**config.mk**
```make
export PLATFORM = sky130hd
export DESIGN_NAME = system_command_handler
export DESIGN_NICKNAME = d
export VERILOG_FILES = /design/src/rtl/sys_cmd_pkg.sv /design/src/rtl/system_command_handler.sv
export SDC_FILE = /design/constraint.sdc
export NUM_CORES = 1
export LEC_CHECK = 0
export ABC_CLOCK_PERIOD_IN_PS = 24300
export BUFFER_PORTS_ARGS = -buffer_cell sky130_fd_sc_hd__buf_2
export CAP_MARGIN = 20
export CORE_ASPECT_RATIO = 0.5
export CORE_MARGIN = 2
export CORE_UTILIZATION = 60
export CTS_CLUSTER_SIZE = 8
export DETAILED_ROUTE_END_ITERATION = 12
export PLACE_DENSITY = 0.78
export RECOVER_POWER = 50
export SYNTH_ARGS = -nofsm -noshare
export SYNTH_HDL_FRONTEND = slang
export SYNTH_SLANG_ARGS = --single-unit
```
**constraint.sdc**
```tcl
create_clock -name clk -period 24.3 [get_ports clk]
set_input_delay 7.29 -clock clk [delete_from_list [all_inputs] [get_ports clk]]
set_output_delay 7.29 -clock clk [all_outputs]
set_load 0.1 [all_outputs]
```
**src/rtl/sys_cmd_pkg.sv**
```systemverilog
// Purpose: shared constants and types for the system command handler
// Assumes: 125 MHz clock, APB register access with 32-bit data
// Notes: response words are coded values, text is formed by firmware
package sys_cmd_pkg;
  localparam int CLK_HZ = 125000000;
  localparam int SYSFAIL_TIME_S = 3;
  localparam int INIT_TIME_S = 20;
  localparam int TIMEOUT_MAX_S = 100000;
  localparam logic [7:0] ADDR_CTRL = 8'h00;
  localparam logic [7:0] ADDR_SEQ = 8'h04;
  localparam logic [7:0] ADDR_TMO = 8'h08;
  localparam logic [7:0] ADDR_CMD = 8'h0C;
  localparam logic [7:0] ADDR_RESP = 8'h10;
  localparam logic [7:0] ADDR_STAT = 8'h14;
  localparam logic [7:0] ADDR_ERR = 8'h18;
  localparam logic [7:0] ADDR_OPT = 8'h1C;
  localparam logic [7:0] ADDR_LVL = 8'h20;
  localparam logic [7:0] ADDR_ERRIN = 8'h24;
  localparam logic [7:0] ADDR_DONE = 8'h28;
  localparam int CTRL_LANG_BIT = 0;
  localparam int CTRL_QMODE_BIT = 1;
  localparam int CTRL_TAG_BIT = 2;
  localparam logic [31:0] SEQ_MAX = 32'h7FFFFFFF;
  localparam logic [31:0] SEQ_EMPTY = 32'hFFFFFFFF;
  localparam logic [31:0] SEQ_OVERFLOW = 32'hFFFFFFFE;
  localparam logic [31:0] TIMEOUT_WORD = 32'hFFFFFFFD;
  localparam logic [31:0] NO_OPTION_CODE = 32'h00000000;
  localparam logic [15:0] ERR_NONE = 16'h0000;
  localparam logic [15:0] ERR_NOT_FOUND = 16'hFF8F;
  localparam logic [31:0] SEPARATOR_WORD = 32'h0000003B;
  // command codes written to the command register
  localparam logic [7:0] CMD_CLS = 8'h01;
  localparam logic [7:0] CMD_RST = 8'h02;
  localparam logic [7:0] CMD_STATUS_LO = 8'h03;
  localparam logic [7:0] CMD_STATUS_HI = 8'h0F;
  localparam logic [7:0] CMD_QUERY = 8'h10;
  localparam logic [7:0] CMD_SYSTEM_LO = 8'h20;
  localparam logic [7:0] CMD_SYSTEM_HI = 8'h2F;
  localparam logic [7:0] CMD_OTHER = 8'h40;
  typedef enum logic [1:0] {LANG_SYNC = 2'h0, LANG_ASYNC = 2'h1} lang_type;
  typedef struct packed {
    logic lang_async;
    logic qmode_all;
    logic tag_numeric;
  } ctrl_type;
  typedef struct packed {
    logic [15:0] tag;
    logic [31:0] data;
  } resp_type;
endpackage

```
**src/rtl/system_command_handler.sv**
```systemverilog
// Purpose: system command set core: protocol, response queue, errors
// Assumes: APB slave, one clock, firmware feeds command codes
// Notes: commands arrive as codes in a register, responses as words
// Contract
// - sync protocol enables exchange enforcer, responses untagged
// - async protocol disables enforcer, tags every queued query response
// - NEXT mode: one read returns at most one queued response
// - ALL mode: successive reads drain the queue, a separator read between elements
// - async sequence starts at zero, increments per query, set loads next
// - sequence 0..2^31-1; -1 means empty, -2 means overflow
// - tag state picks text label tag or instrument number tag
// - query exceeding timeout aborts instrument, queues timeout response
// - timeout is zero for none, or one to 100000 seconds
// - timeout ignored under asynchronous protocol
// - error queue read FIFO; empty reads code zero, no error
// - about three seconds after power-on release system failure line
// - full initialization about twenty seconds from power-on
// - readiness reads one after full init, zero before
// - before init only status, reset, clear and system commands accepted
// - other commands before init give command-not-found error
// - options query lists fitted codes or no_option_code
// - protocol query reports the selected protocol
// - reset restores sync, NEXT, seq 0, tag off, timeout 0; clear empties
//
// The placing of the registers and the APB interface to the registers were chosen for this implementation.
module system_command_handler
  import sys_cmd_pkg::*;
#(
  parameter int QDEPTH = 8,
  parameter int SYSFAIL_CYCLES = SYSFAIL_TIME_S * CLK_HZ,
  parameter longint INIT_CYCLES = longint'(INIT_TIME_S) * CLK_HZ,
  parameter int SEC_CYCLES = CLK_HZ,
  parameter logic [15:0] INSTR_NUMBER = 16'h0001,
  parameter logic [31:0] OPTIONS_FITTED = NO_OPTION_CODE
)
(
  input wire logic clk, // 125 MHz clock
  input wire logic rst, // async reset, active high
  input wire logic psel, // apb select
  input wire logic penable, // apb enable
  input wire logic pwrite, // apb direction
  input wire logic [31:0] paddr, // apb byte address
  input wire logic [31:0] pwdata, // apb write data
  output logic [31:0] prdata, // apb read data
  output logic pready, // apb ready
  output logic pslverr, // apb error, unmapped address
  output logic enforcer_en, // exchange_protocol_enforcer enable
  output logic sysfail, // system failure line, high while failing
  output logic instr_abort // abort pulse to instrument
);
  localparam int QW = $clog2(QDEPTH);

  ctrl_type ctrl_reg;
  logic [31:0] seq_reg;
  logic [16:0] tmo_reg;
  logic [31:0] sys_cnt_reg;
  logic ready_reg;
  logic [31:0] sec_cnt_reg;
  logic [16:0] tmo_cnt_reg;
  logic busy_reg;
  logic ovf_reg;
  resp_type rq_mem [QDEPTH];
  logic [QW:0] rq_cnt_reg;
  logic [QW-1:0] rq_wr_reg, rq_rd_reg;
  logic [15:0] eq_mem [QDEPTH];
  logic [QW:0] eq_cnt_reg;
  logic [QW-1:0] eq_wr_reg, eq_rd_reg;
  logic all_pend_reg;

  logic acc, wr, rd;
  logic cmd_wr, resp_push_fw, resp_rd, err_rd, err_push_fw, done_wr;
  logic [7:0] cmd;
  logic cmd_ok, query_go, cls, rst_cmd, tmo_hit;
  logic rq_push, rq_pop, eq_push, eq_pop;
  resp_type rq_in;
  logic [15:0] eq_in;
  logic mapped, wr_seq_hold, sep_due;

  assign acc = psel && penable;
  assign wr = acc && pwrite;
  assign rd = acc && !pwrite;
  assign cmd = pwdata[7:0];
  assign cmd_wr = wr && paddr[7:0] == ADDR_CMD;
  assign resp_push_fw = wr && paddr[7:0] == ADDR_RESP;
  assign err_push_fw = wr && paddr[7:0] == ADDR_ERRIN;
  assign done_wr = wr && paddr[7:0] == ADDR_DONE;
  assign resp_rd = rd && paddr[7:0] == ADDR_RESP;
  assign err_rd = rd && paddr[7:0] == ADDR_ERR;
  assign mapped = paddr[31:8] == 24'h000000 && paddr[1:0] == 2'h0
    && paddr[7:0] <= ADDR_DONE;
  assign wr_seq_hold = wr && paddr[7:0] == ADDR_SEQ;
  assign sep_due = all_pend_reg && ctrl_reg.qmode_all;

  // reduced set: status, system, clear and reset codes only until init completes
  assign cmd_ok = ready_reg || cmd == CMD_CLS || cmd == CMD_RST
    || (cmd >= CMD_STATUS_LO && cmd <= CMD_STATUS_HI)
    || (cmd >= CMD_SYSTEM_LO && cmd <= CMD_SYSTEM_HI);
  assign cls = cmd_wr && cmd == CMD_CLS;
  assign rst_cmd = cmd_wr && cmd == CMD_RST;
  assign query_go = cmd_wr && cmd_ok && cmd == CMD_QUERY;
  assign tmo_hit = busy_reg && !ctrl_reg.lang_async && tmo_reg != '0
    && tmo_cnt_reg >= tmo_reg;

  // control settings
  always_ff @(posedge clk or posedge rst)
  begin
    if (rst)
    begin
      ctrl_reg <= '0;
      seq_reg <= '0;
      tmo_reg <= '0;
    end
    else if (rst_cmd)
    begin
      ctrl_reg <= '0;
      seq_reg <= '0;
      tmo_reg <= '0;
    end
    else
    begin
      if (wr && paddr[7:0] == ADDR_CTRL && ready_reg)
      begin
        ctrl_reg.lang_async <= pwdata[CTRL_LANG_BIT];
        ctrl_reg.qmode_all <= pwdata[CTRL_QMODE_BIT];
        ctrl_reg.tag_numeric <= pwdata[CTRL_TAG_BIT];
      end
      if (wr && paddr[7:0] == ADDR_SEQ && ready_reg && pwdata <= SEQ_MAX)
        seq_reg <= pwdata;
      else if (query_go && ctrl_reg.lang_async)
        seq_reg <= seq_reg == SEQ_MAX ? '0 : seq_reg + 32'h1;
      if (wr && paddr[7:0] == ADDR_TMO && ready_reg
        && pwdata <= 32'(TIMEOUT_MAX_S))
        tmo_reg <= pwdata[16:0];
    end
  end

  // power-on sequencing
  always_ff @(posedge clk or posedge rst)
  begin
    if (rst)
    begin
      sys_cnt_reg <= '0;
      sysfail <= 1'b1;
      ready_reg <= 1'b0;
    end
    else
    begin
      if (!ready_reg)
        sys_cnt_reg <= sys_cnt_reg + 32'h1;
      if (sys_cnt_reg == 32'(SYSFAIL_CYCLES - 1))
        sysfail <= 1'b0;
      if (sys_cnt_reg == 32'(INIT_CYCLES - 1))
        ready_reg <= 1'b1;
    end
  end

  // query timer, seconds from a one-cycle tick
  always_ff @(posedge clk or posedge rst)
  begin
    if (rst)
    begin
      busy_reg <= 1'b0;
      sec_cnt_reg <= '0;
      tmo_cnt_reg <= '0;
      instr_abort <= 1'b0;
    end
    else
    begin
      instr_abort <= tmo_hit;
      if (query_go || tmo_hit || done_wr || rst_cmd)
      begin
        busy_reg <= query_go;
        sec_cnt_reg <= '0;
        tmo_cnt_reg <= '0;
      end
      else if (busy_reg)
      begin
        if (sec_cnt_reg == 32'(SEC_CYCLES - 1))
        begin
          sec_cnt_reg <= '0;
          tmo_cnt_reg <= tmo_cnt_reg + 17'h1;
        end
        else
          sec_cnt_reg <= sec_cnt_reg + 32'h1;
      end
    end
  end

  // response queue; numeric tag = instrument number, label tag = 16'h8000, sync tag = zero
  always_comb
  begin
    rq_in.data = tmo_hit ? TIMEOUT_WORD : pwdata;
    rq_in.tag = 16'h0000;
    if (ctrl_reg.lang_async)
      rq_in.tag = ctrl_reg.tag_numeric ? INSTR_NUMBER : 16'h8000;
  end
  assign rq_push = (resp_push_fw || tmo_hit) && rq_cnt_reg != QDEPTH[QW:0];
  // ALL mode pops on each read except a read while a separator is due
  assign rq_pop = (resp_rd && rq_cnt_reg != '0) && !sep_due;

  always_ff @(posedge clk or posedge rst)
  begin
    if (rst)
    begin
      rq_cnt_reg <= '0;
      rq_wr_reg <= '0;
      rq_rd_reg <= '0;
      ovf_reg <= 1'b0;
      all_pend_reg <= 1'b0;
    end
    else if (cls || rst_cmd)
    begin
      rq_cnt_reg <= '0;
      rq_wr_reg <= '0;
      rq_rd_reg <= '0;
      ovf_reg <= 1'b0;
      all_pend_reg <= 1'b0;
    end
    else
    begin
      if (rq_push)
        rq_mem[rq_wr_reg] <= rq_in;
      if (rq_push)
        rq_wr_reg <= rq_wr_reg + 1'b1;
      if (rq_pop)
        rq_rd_reg <= rq_rd_reg + 1'b1;
      rq_cnt_reg <= rq_cnt_reg + (rq_push ? 1'b1 : 1'b0)
        - (rq_pop ? 1'b1 : 1'b0);
      if ((resp_push_fw || tmo_hit) && rq_cnt_reg == QDEPTH[QW:0])
        ovf_reg <= 1'b1;
      // after each element but the last in ALL mode a separator read follows
      if (!ctrl_reg.qmode_all)
        all_pend_reg <= 1'b0;
      else if (resp_rd)
        all_pend_reg <= rq_pop && rq_cnt_reg > 1;
    end
  end

  // error queue
  assign eq_in = err_push_fw ? pwdata[15:0] : ERR_NOT_FOUND;
  assign eq_push = ((cmd_wr && !cmd_ok) || err_push_fw)
    && eq_cnt_reg != QDEPTH[QW:0];
  assign eq_pop = err_rd && eq_cnt_reg != '0;
  always_ff @(posedge clk or posedge rst)
  begin
    if (rst)
    begin
      eq_cnt_reg <= '0;
      eq_wr_reg <= '0;
      eq_rd_reg <= '0;
    end
    else if (cls)
    begin
      eq_cnt_reg <= '0;
      eq_wr_reg <= '0;
      eq_rd_reg <= '0;
    end
    else
    begin
      if (eq_push)
        eq_mem[eq_wr_reg] <= eq_in;
      if (eq_push)
        eq_wr_reg <= eq_wr_reg + 1'b1;
      if (eq_pop)
        eq_rd_reg <= eq_rd_reg + 1'b1;
      eq_cnt_reg <= eq_cnt_reg + (eq_push ? 1'b1 : 1'b0)
        - (eq_pop ? 1'b1 : 1'b0);
    end
  end

  // apb slave, zero wait states, data registered in the setup cycle
  always_ff @(posedge clk or posedge rst)
  begin
    if (rst)
    begin
      prdata <= '0;
      pready <= 1'b0;
      pslverr <= 1'b0;
      enforcer_en <= 1'b1;
    end
    else
    begin
      enforcer_en <= !ctrl_reg.lang_async;
      pready <= psel && !penable;
      pslverr <= psel && !penable && !mapped;
      prdata <= '0;
      if (psel && !penable && !pwrite)
      begin
        case (paddr[7:0])
          ADDR_CTRL: prdata <= {29'h0, ctrl_reg.tag_numeric,
            ctrl_reg.qmode_all, ctrl_reg.lang_async};
          ADDR_SEQ: prdata <= seq_reg;
          ADDR_TMO: prdata <= {15'h0, tmo_reg};
          ADDR_RESP:
            if (sep_due)
              prdata <= SEPARATOR_WORD;
            else if (ovf_reg)
              prdata <= SEQ_OVERFLOW;
            else if (rq_cnt_reg == '0)
              prdata <= SEQ_EMPTY;
            else
              prdata <= rq_mem[rq_rd_reg].data;
          ADDR_STAT: prdata <= {rq_mem[rq_rd_reg].tag, 12'h0, busy_reg,
            sysfail, ovf_reg, ready_reg};
          ADDR_ERR:
            prdata <= eq_cnt_reg == '0 ? {16'h0, ERR_NONE}
              : {16'h0, eq_mem[eq_rd_reg]};
          ADDR_OPT: prdata <= OPTIONS_FITTED;
          ADDR_LVL: prdata <= {16'h0, 3'h0, eq_cnt_reg[QW:0] & 5'h1F,
            3'h0, rq_cnt_reg[QW:0] & 5'h1F};
          default: prdata <= '0;
        endcase
      end
    end
  end

  a_sysfail_release: assert property (@(posedge clk)
    disable iff (rst) $fell(sysfail)
    |-> sys_cnt_reg == 32'(SYSFAIL_CYCLES))
    else $error("sysfail released at wrong time");
  a_ready_sticky: assert property (@(posedge clk)
    disable iff (rst) ready_reg |=> ready_reg)
    else $error("ready dropped");
  a_enforcer_lang: assert property (@(posedge clk)
    disable iff (rst) $changed(ctrl_reg.lang_async)
    |=> enforcer_en != ctrl_reg.lang_async)
    else $error("enforcer not following protocol");
  a_reduced_reject: assert property (@(posedge clk)
    disable iff (rst) cmd_wr && !ready_reg && cmd == CMD_OTHER
    && eq_cnt_reg == '0 && !cls |=> eq_cnt_reg == 1)
    else $error("reduced set not enforced");
  a_timeout_abort: assert property (@(posedge clk)
    disable iff (rst) tmo_hit |=> instr_abort && busy_reg == $past(query_go))
    else $error("timeout did not abort");
  a_async_no_tmo: assert property (@(posedge clk)
    disable iff (rst) ctrl_reg.lang_async |-> !tmo_hit)
    else $error("timeout active in async");
  a_tmo_range: assert property (@(posedge clk)
    disable iff (rst) tmo_reg <= 17'(TIMEOUT_MAX_S))
    else $error("timeout out of range");
  a_seq_range: assert property (@(posedge clk)
    disable iff (rst) seq_reg <= SEQ_MAX)
    else $error("sequence out of range");
  a_seq_step: assert property (@(posedge clk)
    disable iff (rst) query_go && ctrl_reg.lang_async && !wr_seq_hold
    && seq_reg < SEQ_MAX |=> seq_reg == $past(seq_reg) + 32'h1)
    else $error("sequence did not advance");
  a_next_single: assert property (@(posedge clk)
    disable iff (rst) !ctrl_reg.qmode_all |=> !all_pend_reg)
    else $error("separator in next mode");
  a_sync_untag: assert property (@(posedge clk)
    disable iff (rst) rq_push && !ctrl_reg.lang_async && !cls && !rst_cmd
    |=> rq_mem[$past(rq_wr_reg)].tag == '0)
    else $error("tag in sync mode");
  a_rst_defaults: assert property (@(posedge clk)
    disable iff (rst) rst_cmd |=> ctrl_reg == '0 && seq_reg == '0
    && tmo_reg == '0)
    else $error("reset defaults wrong");
  c_timeout: cover property (@(posedge clk) disable iff (rst) tmo_hit);
  c_all_drain: cover property (@(posedge clk) disable iff (rst)
    all_pend_reg ##1 !all_pend_reg);
  c_reject: cover property (@(posedge clk) disable iff (rst)
    cmd_wr && !cmd_ok);
endmodule

```
Word-level counts from Yosys, hierarchy flattened:

Memory sizes are Yosys's and may differ from the RTL's.
Index checks and enable logic that the tools add are counted.

* bits in registers: 194
* RAM bits: 512
* memories kept: 2
* input port bits: 69
* logic and storage cells: 195
* memory bits (read-only): 0
* bits in latches: 0
* output and inout bits: 37

* multipliers: 0
* eq/ne operators: 20
* shift-type cells: 0
* bitwise operators: 0
* $lt $le $gt $ge: 9
* add/sub/neg operators: 12
* reduce and logical (&&, ||, !) cells: 79
* div/mod/pow operators: 0
* multiplexer cells: 49

Memories
* rq_mem: words 8, width 48, rd ports 1, clocked after memory_dff 0, wr ports 1, line system_command_handler.sv:62 `resp_type rq_mem [QDEPTH];`
* eq_mem: words 8, width 16, rd ports 1, clocked after memory_dff 0, wr ports 1, line system_command_handler.sv:65 `logic [15:0] eq_mem [QDEPTH];`

Operator list (number)
* $mux W32: 12
* $pmux W32 S7: 1
* $add A32 B1 Y32 const B: 3
* $mux W17: 5
* $mux W16: 4
* $logic_and A1 B1 Y1: 43
* $eq A32 B27 Y1 const B: 1
* $eq A32 B29 Y1 const B: 1
* $eq A32 B31 Y1 const B: 1
* $eq A32 B32 Y1 const B: 1
* $eq A8 B5 Y1 const B: 4
* $le A32 B17 Y1 const B: 1
* $le A32 B31 Y1 const B: 1
* $mux W3: 10
* $eq A8 B6 Y1 const B: 3
* $logic_not A24 Y1: 1
* $reduce_bool A2 Y1: 9
* $add A17 B1 Y17 const B: 1
* $ge A17 B17 Y1: 1
* $reduce_bool A17 Y1: 1
* $eq A8 B4 Y1 const B: 2
* $le A8 B6 Y1 const B: 2
* $mux W1: 15
* $add A3 B1 Y3 const B: 4
* other kinds (21): 42

Depth between registers and ports, before layout:

* depth after elaboration: 13
* gate-level depth with buffers: 14
* gate-level depth less buffers: 14

Worst setup path before layout:

OpenSTA, ideal clock, no wires.

* kind: in2reg
* start: in rst
* end: mem rq_mem[3][0] (netlist bit), enable pin
* path buffers: 0
* slack: 9673 ps
* stages: 3
* data required time: 23833 ps
* arrival time: 14159 ps
* library setup time: 467 ps
* cell sequence: inv_1 > nand2_1 > nor3_1

* cells in the longest elaborated chain, start to end: 3

Ends and longest elaborated chain
* start, declared: line system_command_handler.sv:38 `input wire logic rst,`
* $logic_not A1 Y1 (no source line)
* $logic_and A1 B1 Y1 (implied by the code): line system_command_handler.sv:222 `rq_mem[rq_wr_reg] <= rq_in;`
* $mux W1 (implied by the code): line system_command_handler.sv:222
* end, declared: line system_command_handler.sv:62

No other way between the ends.

==> summary.md <==
| Metric | Value |
|---|---|
| Core Rows | 54 |
| Maximum fanout along the worst path | 83 |
| HP Start | sys_cnt_reg[11] |
| DR vias/cell | 6.59 |
| Hold Path Class | reg2reg |
| Power, Total | 2.25 mW |
| Post-layout minimum cycle time | 12.87 ns |
| Yosys warns | 0 |
| Fmax | 0.0777 GHz |
| Clock sink count | 594 |
| Prevailing post-synth register cell | edfxtp_1 |
| RSZ-0062 raised after global routing | false |
| Crit path largest cell delay | 2.60 ns |
| Worst reg2reg path startpoint | tmo_reg[8] |
| DRT iter0 DRCs | 2017 |
| Final core utilization | 69.2% |
| Slew HR | -170% |
| Hold WS | 0.488 ns |
| Total number of vias | 17500 |
| Routed Antenna Nets | 0 |
| Die Ht | 152 um |
| Cts repair resizes | 0 |
| Adder-Cell Fraction of Synth Area | 1.92% |
| First-pass GRT wire length | 103 mm |
| Hpwl dp | 42.9 mm |
| Simple-gate share of the synthesized area | 11.7% |
| Crit path required time | 23.95 ns |
| Max-slew violations | 147 |
| TritonCTS clock tree | done |
| # setup viols final | 0 |
| Layout cells sized above 1 | 15.4% |
| Async set-reset flop share out of synthesis | 32.7% |
| Core area | 43300 um^2 |
| Main combinational cell family by area after synthesis | simple AND/OR/NAND/NOR gates |
| Max FFs per register | 272 |
| Worst Path Buf+Inv | 3 |
| Multiplexer area fraction after synthesis | 11.1% |
| Final wirelength | 68.4 mm |
| Crit path max-delay cell type | clkbuf_1 |
| Total setup buffers inserted after CTS | 0 |
| Root Driver | clkbuf_16 |
| Total gr overflow | 0 |
| Reg with most FFs | rq_mem |
| Post-synthesis cell area | 26200 um^2 |
| Crit Path Category | in2async |
| H-tree depth | 3 |
| Wirelength per Cell | 25.8 um |
| LEAKAGE | 11.0 nW |
| Antenna violations before repair | 4 |
| Clock slew at reported path FFs | 0.05 ns |
| Max-Cap Viols | 2 |
| Crit-path leading delay family | buffers and inverters |
| Tightest Pin Transition | 4.03 ns |
| DR pass1 iterations | 8 |
| PwrDens | 75.2 nW/um^2 |
| Gate Count Post-Synth | 1853 |
| IO Count | 106 |
| CP cell instances | clkbuf_1, clkinvlp_2, clkbuf_1 |
| Width of the die | 300 um |
| Compound-Gate Fraction of Synth Area | 6.12% |
| Startpoint Class | input port |
| Setup_tns | 0 ns |
| Synth Area per Inst | 14.1 um^2 |
| Vias in the first global route | 17000 |
| Area Growth Syn to Fin | 14.3% |
| Total CTS buffers | 84 |
| Sequential-to-total area share from yosys stat | 64.4% |
| Most frequent cells in the layout | 400 x edfxtp_1, 187 x dfrtp_1, 135 x nor2_1, 135 x clkbuf_1, 116 x nand2_1 |
| DR DRC count | 0 |
| CP Launch Point | rst |
| Synthesized flop and latch total | 594 |
| Worst Skew | 0.0366 ns |
| Initial Util | 60.5% |
| IO buf count | 105 |
| Crit end category | asynchronous set/reset pin |
| Nets | 2109 |
| Failing checks | max-capacitance violations, max-slew violations |
| Commonest non-fill, non-tap cell in the layout | edfxtp_1 |
| Total track usage | 30.5% |
| Routability Congestion | 0.998 |
| Largest net degree at the start of global routing | 84 |
| CTS max path bufs | 3 |
| Syn nets | 1961 |
| Hold-fix buffers, CTS | 0 |
| Outcome | complete, but fails checks |
| Clock latency on the worst-skew pair | 0.63 ns |
| Largest registers | rq_mem x272, eq_mem x128 |
| Final Cycle Share | 53.0% |
| Full die area | 45500 um^2 |
| Xor/xnor share of the synthesized area | 2.57% |
| Crit path top cell by count | clkbuf_1 |
| Max IR drop VDD | 60.7 uV |
| Final hold viol count | 0 |
| Critical Path AT | 12.53 ns |
| Post-synth EDFFs | 400 |
| Synth cell types | 69 |
-- final timing paths --
check | end | slack (ns) | cells after the start
max | eq_rd_reg[0] | 11.43 | 3
min | sys_cnt_reg[11] | 0.49 | 1
max reg2reg | rq_mem[1][18] | 20.15 | 10
min reg2reg | sys_cnt_reg[11] | 0.49 | 1
max in group clk | rq_mem[7][29] | 11.61 | 5
min in group asynchronous | prdata[4] | 8.10 | 2
-- metrics by stage --
| stage | cells | setup WS (ns) | cell area [um^2] |
|---|---|---|---|
| after floorplan | 1853 | 9.67 | 26200 |
| after global placement | 2497 | 13.24 | 27500 |
| after detailed placement | 2498 | 13.13 | 27500 |
| after CTS | 2649 | 13.67 | 30000 |
| after global routing | 2654 | 10.29 | 30000 |
| final | 2655 | 11.43 | 30000 |
-- metal layers --
layer	part of all wire, %	global-route usage [%]
met1	39	41.5
met2	46	47.1
met3	9.6	6.94
met4	5.1	15.3
met5	0	0
-- logic make-up (layout without fill, tap and decap cells) --
logic type,after synthesis,count (layout)
fa+ha+maj,39,39
compound gates,239,239
other cells,0,1
simple gates,595,595
mux,162,162
buf+inv,147,360
xor+xnor,77,77
flops,594,594
-- synthesized netlist by cell type (all sizes together) (3+ instances only) --
master	instances	area, um^2
nor4	35	225
a222oi	16	160
nand3	74	370
xnor2	37	324
ha	37	463
buf	26	119
o311ai	6	52.6
nand2b	34	213
o21a	4	30.0
a22o	4	35.0
mux4	100	2250
a31oi	5	31.3
or2	3	18.8
and2	12	75.1
edfxtp	400	12000
inv	62	233
xor2	40	350
mux2	24	270
o31ai	4	30.0
nor4b	6	52.6
a41oi	5	43.8
nand4	51	334
nor4bb	4	40.0
a31o	3	26.3
o21ai	58	290
a21oi	67	335
nand2	117	447
o211ai	15	118
nor2	139	522
or4b	5	50.1
a21o	15	113
mux2i	38	380
and3	25	156
dfrtp	192	4800
and4	12	105
or4	4	30.0
nor3b	6	45.0
a211oi	3	22.5
nor2b	5	31.3
a22oi	7	52.6
nor3	42	215
or3	16	100
a221o	13	130
clkbuf	59	221
-- power by group --
group | internal, mW | switching (mW) | total [mW] | leakage (nW)
logic | 0.0224 | 0.0443 | 0.0667 | 3.25
clock network | 0.653 | 0.443 | 1.10 | 1.17
registers | 1.08 | 0.00487 | 1.09 | 6.55
-- layout make-up --
type / instances / area, um^2
clock inverters: 8 / 156
inverters: 62 / 234
multi-input cells: 1112 / 8830
flip-flops and latches: 594 / 16900
diodes: 1 / 2.50
repair buffers: 147 / 793
well taps: 588 / 736
clock buffers: 143 / 2320
fillers: 2785 / 13400
No activity file was read; power rests on OpenSTA's default activity.
